## config.mk

```make
export PLATFORM = sky130hd
export DESIGN_NAME = hpdc_core
export DESIGN_NICKNAME = d
export VERILOG_FILES = /design/src/core/hpdc_pkg.sv /design/src/core/hpdc_period.sv /design/src/core/hpdc_core.sv
export SDC_FILE = /design/constraint.sdc
export NUM_CORES = 1
export LEC_CHECK = 0
export BUFFER_PORTS_ARGS = -buffer_cell sky130_fd_sc_hd__buf_2
export CORE_UTILIZATION = 30
export CTS_BUF_LIST = sky130_fd_sc_hd__clkbuf_2
export CTS_CLUSTER_SIZE = 24
export DETAILED_ROUTE_END_ITERATION = 16
export PLACE_DENSITY_LB_ADDON = 0.15
export RECOVER_POWER = 25
export SYNTH_ARGS = -nofsm -noshare
export SYNTH_HDL_FRONTEND = slang
export SYNTH_SLANG_ARGS = --single-unit
```

## constraint.sdc

```tcl
create_clock -name ref_clk -period 3.15 [get_ports ref_clk]
set_input_delay 0.7875 -clock ref_clk [delete_from_list [all_inputs] [get_ports ref_clk]]
set_output_delay 0.7875 -clock ref_clk [all_outputs]
set_load 0.01 [all_outputs]
```

## src/core/hpdc_pkg.sv

```systemverilog
// shared constants and carrier types of the hall period and duty control block
package hpdc_pkg;
    // register indices on the serial register port
    localparam logic [7:0] ADDR_CONTROL  = 8'h00;  // control_register
    localparam logic [7:0] ADDR_DUTY     = 8'h01;  // duty_setting
    localparam logic [7:0] ADDR_PER_HIGH = 8'h02;  // hall_period_high
    localparam logic [7:0] ADDR_PER_LOW  = 8'h03;  // hall_period_low
    // control register fields
    localparam int          CTRL_DSEL_BIT   = 0;     // duty_source_select
    localparam int          CTRL_RANGE_LSB  = 1;     // hall_range_select low bit
    localparam logic [7:0]  CTRL_RESET      = 8'h00; // control reset value
    localparam logic [7:0]  DUTY_RESET      = 8'h00; // duty_setting reset value
    // hall range select codes
    localparam logic [1:0]  RANGE_SYS       = 2'h0;  // count at system clock
    localparam logic [1:0]  RANGE_DOUBLE    = 2'h1;  // count at twice system clock
    // pwm counter runs 0..PWM_LAST, giving 255 equal duty steps
    localparam logic [7:0]  PWM_LAST        = 8'hFE;
    localparam logic [7:0]  DUTY_FULL       = 8'hFF;
    localparam logic [7:0]  DUTY_MIN        = 8'h04; // duty during cycle limiting
    // short circuit: consecutive pwm pulses over the level before trip
    localparam logic [1:0]  SC_PULSES       = 2'h3;
    // overload timer: charge and discharge steps, trip level
    localparam logic [13:0] OL_CHARGE       = 14'h0004;
    localparam logic [13:0] OL_DISCHARGE    = 14'h0001;
    localparam logic [13:0] OL_TRIP         = 14'h3E80;
    localparam logic [15:0] PERIOD_MAX      = 16'hFFFF;

    // register port request
    typedef struct packed {
        logic       wr;     // write strobe
        logic       rd;     // read strobe
        logic [7:0] addr;   // register index
        logic [7:0] wdata;  // write data
    } hpdc_req_type;

    // analog comparator results
    typedef struct packed {
        logic over_torque;  // current feedback above torque reference
        logic overload;     // current sense above overload level
        logic cycle;        // current sense above cycle limit level
        logic short_c;      // current sense above short circuit level
    } hpdc_cmp_type;

    // protection latch state, one-hot
    typedef enum logic [2:0] {
        HPDC_RUN  = 3'b001,
        HPDC_TRIP = 3'b010,
        HPDC_FREE = 3'b100
    } hpdc_trip_type;
endpackage : hpdc_pkg

```

## src/core/hpdc_period.sv

```systemverilog
// hall change period counter with selectable count rate and freeze
`timescale 1ns/100ps
module hpdc_period (
    input  wire logic        ref_clk,     // system clock
    input  wire logic        nrst,        // async reset, active low
    input  wire logic [2:0]  hall,        // hall sensor levels
    input  wire logic [1:0]  range_sel,   // hall_range_select
    input  wire logic        freeze,      // hold period, clear running count
    output logic      [15:0] period,      // last measured period
    output logic             hall_change  // one-cycle pulse per hall edge
);
    typedef struct packed {
        logic        primed;   // first hall sample taken
        logic [2:0]  hall_q;   // previous hall sample
        logic [1:0]  div;      // prescaler for slow range
        logic [15:0] cnt;      // running interval count
        logic [15:0] per;      // captured period
    } hpdc_per_state_type;

    hpdc_per_state_type s_r;    // registered state
    hpdc_per_state_type s_nxt;  // next state
    logic               chg;    // hall edge seen
    logic [15:0]        step;   // count increment this cycle
    logic [16:0]        sum;    // widened sum for saturation

    // count step per cycle from the range select
    always_comb begin
        chg = s_r.primed && (hall != s_r.hall_q);
        if (range_sel == hpdc_pkg::RANGE_SYS) begin
            step = 16'h0001;
        end else if (range_sel == hpdc_pkg::RANGE_DOUBLE) begin
            step = 16'h0002;
        end else begin
            step = (s_r.div == 2'h3) ? 16'h0001 : 16'h0000;
        end
        sum = {1'b0, s_r.cnt} + {1'b0, step};
    end

    // next state: measure, capture on hall edge, hold period and clear count while frozen
    always_comb begin
        s_nxt        = s_r;
        s_nxt.primed = 1'b1;
        s_nxt.hall_q = hall;
        s_nxt.div    = s_r.div + 2'h1;
        if (freeze) begin
            s_nxt.cnt = 16'h0000;
        end else if (chg) begin
            s_nxt.per = s_r.cnt;
            s_nxt.cnt = 16'h0000;
        end else if (sum[16]) begin
            s_nxt.cnt = hpdc_pkg::PERIOD_MAX;
        end else begin
            s_nxt.cnt = sum[15:0];
        end
    end

    // state register
    always_ff @(posedge ref_clk or negedge nrst) begin
        if (!nrst) begin
            s_r <= '0;
        end else begin
            s_r <= s_nxt;
        end
    end

    assign period      = s_r.per;
    assign hall_change = chg;

    a_period_sat: assert property (@(posedge ref_clk) disable iff (!nrst)
        (s_r.cnt == 16'hFFFF && !chg && !freeze) |=> s_r.cnt == 16'hFFFF)
        else $error("period counter wrapped");
    a_range_div4: assert property (@(posedge ref_clk) disable iff (!nrst)
        (range_sel[1] && !freeze && !chg && s_r.div != 2'h3 && s_r.cnt != 16'hFFFF)
        |=> s_r.cnt == $past(s_r.cnt))
        else $error("slow range counted too fast");
endmodule : hpdc_period

```

## src/core/hpdc_core.sv

```systemverilog
// duty selection, protections, speed toggle and period registers
//
// Functional notes
// - control bit selects register duty in serial mode
// - duty setting register is eight bits read/write
// - register value zero gives zero duty
// - all ones full duty, linear 255 steps
// - sixteen-bit hall change period, high/low bytes
// - range select picks the period count rate
// - high byte read freezes both period bytes
// - measuring resumes only after low byte read
// - speed output toggles on every hall change
// - over-torque lowers duty progressively, else follow source (ceiling climbs back one step per pwm period)
// - overload, cycle limit, short circuit stages
// - cycle limit forces minimum duty at once
// - short circuit pulses latch drives off until free/start
`timescale 1ns/100ps
module hpdc_core (
    input  wire logic                  ref_clk,             // 40 MHz system clock
    input  wire logic                  nrst,                // async reset, active low
    input  wire logic                  serial_mode,         // serial register mode active
    input  wire hpdc_pkg::hpdc_req_type req,                // register port request
    output logic                       reg_rvalid,          // read data valid pulse
    output logic [7:0]                 reg_rdata,           // read data
    input  wire logic [7:0]            duty_pin_code,       // converted duty pin level
    input  wire logic [2:0]            hall,                // hall sensor levels
    input  wire hpdc_pkg::hpdc_cmp_type cmp,                // comparator results
    input  wire logic                  free_start_input,    // high free, low start
    output logic                       speed_toggle_output, // toggles per hall change
    output logic [7:0]                 duty_out,            // applied pwm duty
    output logic                       pwm_out,             // pwm pulse
    output logic                       drive_enable         // low turns all six drives off
);
    typedef struct packed {
        logic [7:0]              ctrl;       // control_register
        logic [7:0]              duty_reg;   // duty_setting
        logic [7:0]              rdata;      // read data
        logic                    rvalid;     // read answer
        logic                    frozen;     // period bytes frozen
        logic                    spd;        // speed toggle level
        logic [7:0]              pwm_cnt;    // pwm phase counter
        logic [7:0]              duty;       // applied duty
        logic                    pwm;        // pwm output
        logic [7:0]              tq_lim;     // torque duty ceiling
        logic                    sc_hit;     // short level seen this period
        logic [1:0]              sc_cnt;     // consecutive short periods
        logic [13:0]             ol_lvl;     // overload timer level
        hpdc_pkg::hpdc_trip_type trip;       // protection latch
    } hpdc_core_state_type;

    hpdc_core_state_type s_r;         // registered state
    hpdc_core_state_type s_nxt;       // next state
    logic [15:0]         period;      // measured period
    logic                hall_change; // hall edge pulse
    logic                rd_high;     // read of period high byte
    logic                rd_low;      // read of period low byte
    logic                freeze_now;  // freeze including this cycle's read
    logic [7:0]          src_duty;    // speed loop duty source
    logic [7:0]          lim_duty;    // after torque ceiling
    logic                per_end;     // last cycle of pwm period
    logic                sc_now;      // short level in ending period
    logic                ol_trip;     // overload timer expired

    // true when a read strobe hits the given register index
    function automatic logic rd_hit(input hpdc_pkg::hpdc_req_type r, input logic [7:0] a);
        rd_hit = r.rd && (r.addr == a);
    endfunction : rd_hit

    always_comb begin
        rd_high    = rd_hit(req, hpdc_pkg::ADDR_PER_HIGH);
        rd_low     = rd_hit(req, hpdc_pkg::ADDR_PER_LOW);
        freeze_now = s_r.frozen || rd_high;
    end

    // period measurement
    hpdc_period u_period (
        .ref_clk     (ref_clk),
        .nrst        (nrst),
        .hall        (hall),
        .range_sel   (s_r.ctrl[hpdc_pkg::CTRL_RANGE_LSB +: 2]),
        .freeze      (freeze_now),
        .period      (period),
        .hall_change (hall_change)
    );

    // duty path and protection decisions
    always_comb begin
        // pick register or pin duty
        if (serial_mode && s_r.ctrl[hpdc_pkg::CTRL_DSEL_BIT]) begin
            src_duty = s_r.duty_reg;
        end else begin
            src_duty = duty_pin_code;
        end
        // torque ceiling limits the speed loop duty
        lim_duty = (src_duty < s_r.tq_lim) ? src_duty : s_r.tq_lim;
        per_end  = (s_r.pwm_cnt == hpdc_pkg::PWM_LAST);
        sc_now   = s_r.sc_hit || cmp.short_c;
        ol_trip  = (s_r.ol_lvl >= hpdc_pkg::OL_TRIP);
    end

    // next state
    always_comb begin
        s_nxt        = s_r;
        s_nxt.rvalid = req.rd;
        // register writes
        if (req.wr && req.addr == hpdc_pkg::ADDR_CONTROL) begin
            s_nxt.ctrl = req.wdata;
        end
        if (req.wr && req.addr == hpdc_pkg::ADDR_DUTY) begin
            s_nxt.duty_reg = req.wdata;
        end
        // register reads, unmapped indices answer zero
        if (req.rd) begin
            unique case (req.addr)
                hpdc_pkg::ADDR_CONTROL:  s_nxt.rdata = s_r.ctrl;
                hpdc_pkg::ADDR_DUTY:     s_nxt.rdata = s_r.duty_reg;
                hpdc_pkg::ADDR_PER_HIGH: s_nxt.rdata = period[15:8];
                hpdc_pkg::ADDR_PER_LOW:  s_nxt.rdata = period[7:0];
                default:                 s_nxt.rdata = 8'h00;
            endcase
        end
        // freeze on high read, release on low read; low first is harmless
        if (rd_high) begin
            s_nxt.frozen = 1'b1;
        end else if (rd_low) begin
            s_nxt.frozen = 1'b0;
        end
        // speed output
        if (hall_change) begin
            s_nxt.spd = !s_r.spd;
        end
        // pwm phase and output; duty compares against 0..254
        s_nxt.pwm_cnt = per_end ? 8'h00 : s_r.pwm_cnt + 8'h01;
        s_nxt.pwm     = (s_r.trip == hpdc_pkg::HPDC_RUN) && (s_r.duty > s_r.pwm_cnt);
        // applied duty, cycle limit overrides at once
        s_nxt.duty = cmp.cycle ? hpdc_pkg::DUTY_MIN : lim_duty;
        // torque ceiling moves one step per pwm period
        if (per_end) begin
            if (cmp.over_torque && s_r.tq_lim != 8'h00) begin
                s_nxt.tq_lim = s_r.tq_lim - 8'h01;
            end else if (!cmp.over_torque && s_r.tq_lim != hpdc_pkg::DUTY_FULL) begin
                s_nxt.tq_lim = s_r.tq_lim + 8'h01;
            end
        end
        // short circuit pulse counting per pwm period
        if (per_end) begin
            s_nxt.sc_hit = 1'b0;
            if (!sc_now) begin
                s_nxt.sc_cnt = 2'h0;
            end else if (s_r.sc_cnt != hpdc_pkg::SC_PULSES) begin
                s_nxt.sc_cnt = s_r.sc_cnt + 2'h1;
            end
        end else begin
            s_nxt.sc_hit = sc_now;
        end
        // overload timer charges fast, discharges slowly
        if (cmp.overload) begin
            s_nxt.ol_lvl = ol_trip ? s_r.ol_lvl : s_r.ol_lvl + hpdc_pkg::OL_CHARGE;
        end else if (s_r.ol_lvl >= hpdc_pkg::OL_DISCHARGE) begin
            s_nxt.ol_lvl = s_r.ol_lvl - hpdc_pkg::OL_DISCHARGE;
        end
        // protection latch
        unique case (s_r.trip)
            hpdc_pkg::HPDC_RUN: begin
                if (s_r.sc_cnt == hpdc_pkg::SC_PULSES || ol_trip) begin
                    s_nxt.trip = hpdc_pkg::HPDC_TRIP;
                end
            end
            hpdc_pkg::HPDC_TRIP: begin
                if (free_start_input) begin
                    s_nxt.trip = hpdc_pkg::HPDC_FREE;
                end
            end
            hpdc_pkg::HPDC_FREE: begin
                if (!free_start_input) begin
                    s_nxt.trip   = hpdc_pkg::HPDC_RUN;
                    s_nxt.sc_cnt = 2'h0;
                    s_nxt.ol_lvl = 14'h0000;
                end
            end
            default: begin
                s_nxt.trip = hpdc_pkg::HPDC_TRIP;  // illegal code latches off
            end
        endcase
    end

    // state register
    always_ff @(posedge ref_clk or negedge nrst) begin
        if (!nrst) begin
            s_r          <= '0;
            s_r.ctrl     <= hpdc_pkg::CTRL_RESET;
            s_r.duty_reg <= hpdc_pkg::DUTY_RESET;
            s_r.tq_lim   <= hpdc_pkg::DUTY_FULL;
            s_r.trip     <= hpdc_pkg::HPDC_RUN;
        end else begin
            s_r <= s_nxt;
        end
    end

    // outputs
    assign reg_rvalid          = s_r.rvalid;
    assign reg_rdata           = s_r.rdata;
    assign speed_toggle_output = s_r.spd;
    assign duty_out            = s_r.duty;
    assign pwm_out             = s_r.pwm;
    assign drive_enable        = (s_r.trip == hpdc_pkg::HPDC_RUN);

    a_duty_source: assert property (@(posedge ref_clk) disable iff (!nrst)
        (serial_mode && s_r.ctrl[0] && !cmp.cycle && s_r.tq_lim == 8'hFF)
        |=> duty_out == $past(s_r.duty_reg))
        else $error("register duty not applied");
    a_duty_zero: assert property (@(posedge ref_clk) disable iff (!nrst)
        (duty_out == 8'h00) |=> !pwm_out)
        else $error("zero duty produced a pulse");
    a_duty_full: assert property (@(posedge ref_clk) disable iff (!nrst)
        (duty_out == 8'hFF && drive_enable) |=> pwm_out)
        else $error("full duty dropped the pulse");
    a_freeze_hold: assert property (@(posedge ref_clk) disable iff (!nrst)
        (rd_high || s_r.frozen) |=> period == $past(period))
        else $error("period changed while frozen");
    a_low_release: assert property (@(posedge ref_clk) disable iff (!nrst)
        (s_r.frozen && rd_low) |=> !s_r.frozen ##1 (!s_r.frozen || $past(rd_high)))
        else $error("low read did not release freeze");
    a_speed_toggle: assert property (@(posedge ref_clk) disable iff (!nrst)
        hall_change |=> speed_toggle_output != $past(speed_toggle_output))
        else $error("speed output missed a hall change");
    a_torque_step: assert property (@(posedge ref_clk) disable iff (!nrst)
        (cmp.over_torque && per_end && s_r.tq_lim != 8'h00)
        |=> s_r.tq_lim == $past(s_r.tq_lim) - 8'h01)
        else $error("torque ceiling did not step down");
    a_cycle_min: assert property (@(posedge ref_clk) disable iff (!nrst)
        cmp.cycle |=> duty_out == 8'h04)
        else $error("cycle limit did not force minimum duty");
    a_trip_hold: assert property (@(posedge ref_clk) disable iff (!nrst)
        (s_r.trip == hpdc_pkg::HPDC_TRIP && !free_start_input)
        |=> !drive_enable && !pwm_out)
        else $error("drives came back without free/start cycle");
    a_short_count: assert property (@(posedge ref_clk) disable iff (!nrst)
        (drive_enable && s_r.sc_cnt == 2'h3) |=> !drive_enable)
        else $error("short circuit count did not trip");

    c_freeze_read: cover property (@(posedge ref_clk) disable iff (!nrst)
        rd_high ##[1:20] rd_low);
    c_short_trip: cover property (@(posedge ref_clk) disable iff (!nrst)
        $fell(drive_enable) && s_r.trip == hpdc_pkg::HPDC_TRIP);
    c_restart: cover property (@(posedge ref_clk) disable iff (!nrst)
        $rose(drive_enable));
    c_torque_low: cover property (@(posedge ref_clk) disable iff (!nrst)
        s_r.tq_lim == 8'h80);
endmodule : hpdc_core

```

Yosys cells after proc, flatten, opt, wreduce, memory -nomap -nowiden:

Cells that the tools add are included.

* $lt $le $gt $ge: 4
* equal/unequal tests: 16
* shifts and indexed selects: 0
* reduce and logical (&&, ||, !) cells: 22
* mux-type cells: 27
* $mul: 0
* add/subtract/negate cells: 8
* div/mod/pow operators: 0
* bitwise gates (word level): 1

Operators by type and width (number)
* 2-to-1 mux 16 bit: 6
* 2-to-1 mux 8 bit: 6
* 2-to-1 mux 14 bit: 3
* case mux 8 bit (4 select lines): 1
* 2-to-1 mux 19 bit: 1
* adder 16 x 16 -> 17 bit: 1
* adder 8 x 1 -> 8 bit (second input constant): 2
* == test 8 x 2 -> 1 bit (second input constant): 2
* adder 14 x 3 -> 14 bit (second input constant): 1
* >= comparator 14 x 1 -> 1 bit (second input constant): 1
* >= comparator 14 bit (second input constant): 1
* subtractor 14 x 1 -> 14 bit (second input constant): 1
* logical AND 1 bit: 9
* case mux 3 bit (3 select lines): 1
* == test 8 x 1 -> 1 bit (second input constant): 1
* == test 8 bit (second input constant): 1
* > comparator 8 bit: 1
* zero test 8 bit: 1
* < comparator 8 bit: 1
* != test 8 bit (second input constant): 1
* nonzero test 8 bit: 1
* subtractor 8 x 1 -> 8 bit (second input constant): 1
* 2-to-1 mux 2 bit: 3
* 2-to-1 mux 3 bit: 2
* 17 further kinds: 29

* memories kept: 0
* bits in latches: 0
* register bits: 110
* ROM bits: 0
* output and inout bits: 20
* RAM bits: 0
* logic and storage cells: 97
* input bits: 37

Longest topological paths before layout:

* word-level depth: 8
* depth in mapped cells: 10
* depth with buffers taken out: 10

By module:

A second synthesis with hierarchy kept.

* cell total of the unflattened synthesis: 612
* area, all modules: 6366.1 um^2

By module, submodules not included
* hpdc_core: instances 1, sequential area each 1813.0 um^2, cells an instance 452, area each 4505.6 um^2
* hpdc_period: instances 1, sequential area each 950.9 um^2, cells an instance 160, area each 1860.5 um^2

Least setup slack after synthesis:

OpenSTA, ideal clock, no wires.

* path type: input-to-reg
* from: input serial_mode
* to: register s_r (netlist bit duty_out[0])
* required time: 3024 ps
* arrival time: 2671 ps
* cell stages on the path: 7
* setup time: 126 ps
* buffers on the path: 0
* slack: 353 ps
* cell sequence: nand2_1 mux2_2 ha_1 o21ai_0 a221oi_1 o21ai_0 o311a_1

RTL lines
* from (decl): line hpdc_core.sv:21 `input wire logic serial_mode,`
* to (signal assigned): line hpdc_core.sv:196 `s_r <= s_nxt;`
* to (decl): line hpdc_core.sv:51 `hpdc_core_state_type s_r;`

Worst setup path after layout:

* from: register s_r[24] in the netlist's numbering
* to: register s_r[26] in the netlist's numbering

* cells in the longest elaborated chain, start to end: 4
* elaborated cells between the ends (all ways): 10
* those cells by class: add/sub: 2; eq/ne: 1; mux: 2; reduce/logical: 5

Ends and longest elaborated chain
* parallel branches: the longest is 4 deep, another holds adder 8 x 1 -> 8 bit

Parallel ways; which one is timed is not known. The select of a mux whose other input is x is not followed.
A chain may end at the register's enable or synchronous reset.

==> results.json <==
{
  "status": "complete, but fails checks",
  "violations": "capacitance limit, slew limit",
  "postSynthNetCount": 668,
  "cp-start-kind": "register",
  "post_cts_buffers": 0,
  "ioPinCount": 57,
  "grt_usage": 0.145,
  "syn2layout_area_growth_pct": 10.5,
  "gr-usage-met2": 0.232,
  "synthTopCellsByCount": "dfrtp_1, inv_1, mux2_2, nor2_1, a21oi_1",
  "rows": 52,
  "min_path_type": "primary input to register",
  "instances_no_fill": 920,
  "synth_edf_count": 0,
  "synth_compound_area_frac": 0.131,
  "synth_warnings": 0,
  "ys_types": 65,
  "synth_top_area_frac": 0.406,
  "min_period_ns": 2.99,
  "max_stage_delay_ns": 0.53,
  "clock_latency_ns": 0.64,
  "numPortBuffers": 56,
  "max_cap_viol_count": 1,
  "fin_skew_ns": 0.0343,
  "dieArea_mm2": 0.0213,
  "route.detailed.drc": 0,
  "place_ws_ns": 0.107,
  "slew_headroom": -0.0808,
  "postLayoutSetupSlackWorst_ns": 0.164,
  "criticalPathCategory": "register to register",
  "yosys_most_used_dff": "dfrtp_1",
  "cts_resized": 0,
  "p_leak_nw": 3.08,
  "ant_nets": 0,
  "crit_fanout": 6,
  "synth_mux_area_frac": 0.106,
  "dr.pass1.iters": 4,
  "synth_area_mm2": 0.00622,
  "grt_util_met3": 0.0222,
  "routedWlPerCell_um": 15.8,
  "grt-busiest-layer": "met2",
  "placed_cells": 903,
  "r2r_cells": 9,
  "final_core_util": 0.339,
  "worstMarginPinSlew_ns": 1.62,
  "hold_end": "u_period.s_r[36]",
  "avgSynthCellArea_um2": 10.4,
  "cp_cell_sequence": "or4_1 > o21ai_1 > inv_1 > ha_1 > nor2b_1 > o31a_1 > o21a_1 > or3_1 > a31o_2",
  "via_count": 4537,
  "slew_viol_final": 63,
  "drive_gt1_frac": 0.234,
  "antenna_found_initial": 2,
  "grt_max_degree": 64,
  "ys_seq_elements": 110,
  "synth_xor_area_frac": 0.0338,
  "synthSimpleGateAreaFrac": 0.152,
  "grt_pass1_vias": 4508,
  "syn_inst": 598,
  "cts.sinks": 110,
  "holdWs_ns": 0.220,
  "start_util": 0.307,
  "max-vdd-ir-drop_mv": 0.165,
  "wirelength_mm": 14.5,
  "r2r-start": "s_r[24]",
  "tns_ns": 0,
  "grt_use_met1": 0.195,
  "slowest_stage": "or4_1",
  "synth_top_area_cell": "dfrtp_1",
  "finalSetupViolations": 0,
  "synth_area_leaders": "dfrtp_1, mux2_2, ha_1",
  "viasPerCell": 4.93,
  "grt_pass1_wl_mm": 24.1,
  "dieHeight_um": 146,
  "hp-start": "hall[2]",
  "cts_buffers": 9,
  "synth.most_common_cell": "dfrtp_1",
  "hold_viol_final": 0,
  "critPathArrivalTime_ns": 3.60,
  "design.core.area_mm2": 0.0203,
  "rrSetupSlack_ns": 0.16,
  "clockBufferDepth": 2,
  "gp_congestion": 0.804,
  "rsz0062_at_grt": "no",
  "end_kind": "register",
  "synth_top_family_by_area": "simple AND/OR/NAND/NOR gates",
  "max_freq_mhz": 335,
  "worstHoldPathCells": 1,
  "cp.required_ns": 3.76,
  "synthAdderAreaFrac": 0.0687,
  "rr_endpoint": "s_r[26]",
  "cts_tree": "yes",
  "dr.first_iter.drc_count": 209,
  "power_density_mw_per_mm2": 482,
  "timing.final.crit_share": 0.948,
  "root_buffer": "clkbuf_2",
  "synthArstFlopShare": 1.00,
  "clk_pin_slew_ns": 0.33,
  "die_width_um": 146,
  "num-nets-final": 714,
  "h-tree-depth": 3,
  "gr-total-overflow": 0,
  "ys_seq_area_frac": 0.444,
  "post-dp-hpwl_mm": 11.0,
  "cts_hold_buffers": 0
}
==> logic make-up after synthesis <==
family	Yosys count
and+or+nand+nor	172
muxes	51
xor gates and xnor gates	24
other	1
buffers and inverters	80
DFF	110
AOI/OAI and AO/OA	127
adders and majority gates	33
==> flip-flops by register name, indices dropped and copies added (netlist names) <==
| name | cells |
|---|---|
| s_r | 53 |
| u_period.s_r | 22 |
| speed_toggle_output | 1 |
| u_period.period | 16 |
| pwm_out | 1 |
| reg_rvalid | 1 |
| duty_out | 8 |
| reg_rdata | 8 |
==> worst max-delay path by stage <==
stage / from / to / slack, ns / cells after the start
after floorplan: serial_mode / duty_out[0] / 0.35 / 7
after global placement: serial_mode / duty_out[0] / 0.14 / 9
after detailed placement: serial_mode / duty_out[0] / 0.11 / 9
after CTS: s_r[24] / s_r[26] / 0.15 / 9
after global routing: s_r[24] / s_r[27] / 0.01 / 9
final: s_r[24] / s_r[26] / 0.16 / 9
==> through the flow <==
step | total power [mW] | instance area [um2]
finish | 3.31 | 6880
global route | 3.54 | 6880
CTS | 3.37 | 6880
detailed placement | 2.55 | 6730
global placement | 2.53 | 6730
floorplan | 2.34 | 6220
==> area by class of cell <==
class	count	area, um2
Inverter	49	184
Timing Repair Buffer	66	363
Multi-Input combinational cell	408	3070
Antenna cell	1	2.50
Tap cell	270	338
Clock inverter	7	105
Clock buffer	9	45.0
Fill cell	2121	13400
Sequential cell	110	2760
==> report_power, final <==
group / total, mW / internal, mW / switching [mW]
Combinational: 0.753 / 0.346 / 0.407
Clock: 0.793 / 0.279 / 0.514
Sequential: 1.77 / 1.56 / 0.202
Total: 3.31 / 2.19 / 1.12
==> placed cells by master (no fill, tap or decap), types with 8 or more instances in the layout <==
cell type  count
dfrtp_1      101
buf_2         51
inv_1         49
mux2_2        40
nor2_1        36
a21oi_1       35
ha_1          31
nand2_1       29
nor3_1        28
o21ai_0       27
xnor2_1       18
nand3_1       18
a211oi_1      14
nand4_1       12
clkbuf_2      10
o21a_1         9
buf_4          9
dfstp_2        9
mux4_2         8
==> metal layers <==
metal,up-vias,share of wire,routed length [um]
met2,56,0.47,6870
met4,0,0.023,335
met3,20,0.023,338
met5,-,0,0
li1,2237,-,-
met1,2224,0.48,6990
==> critical path, delay by kind of cell (launching register included) <==
kind                       cells  cell delay [ns]
DFF                            1             0.46
and+or+nand+nor                3             0.99
buffers and inverters          1             0.20
adders and majority gates      1             0.37
AOI/OAI and AO/OA              4             0.95
Power figures use the tool's default switching activity.
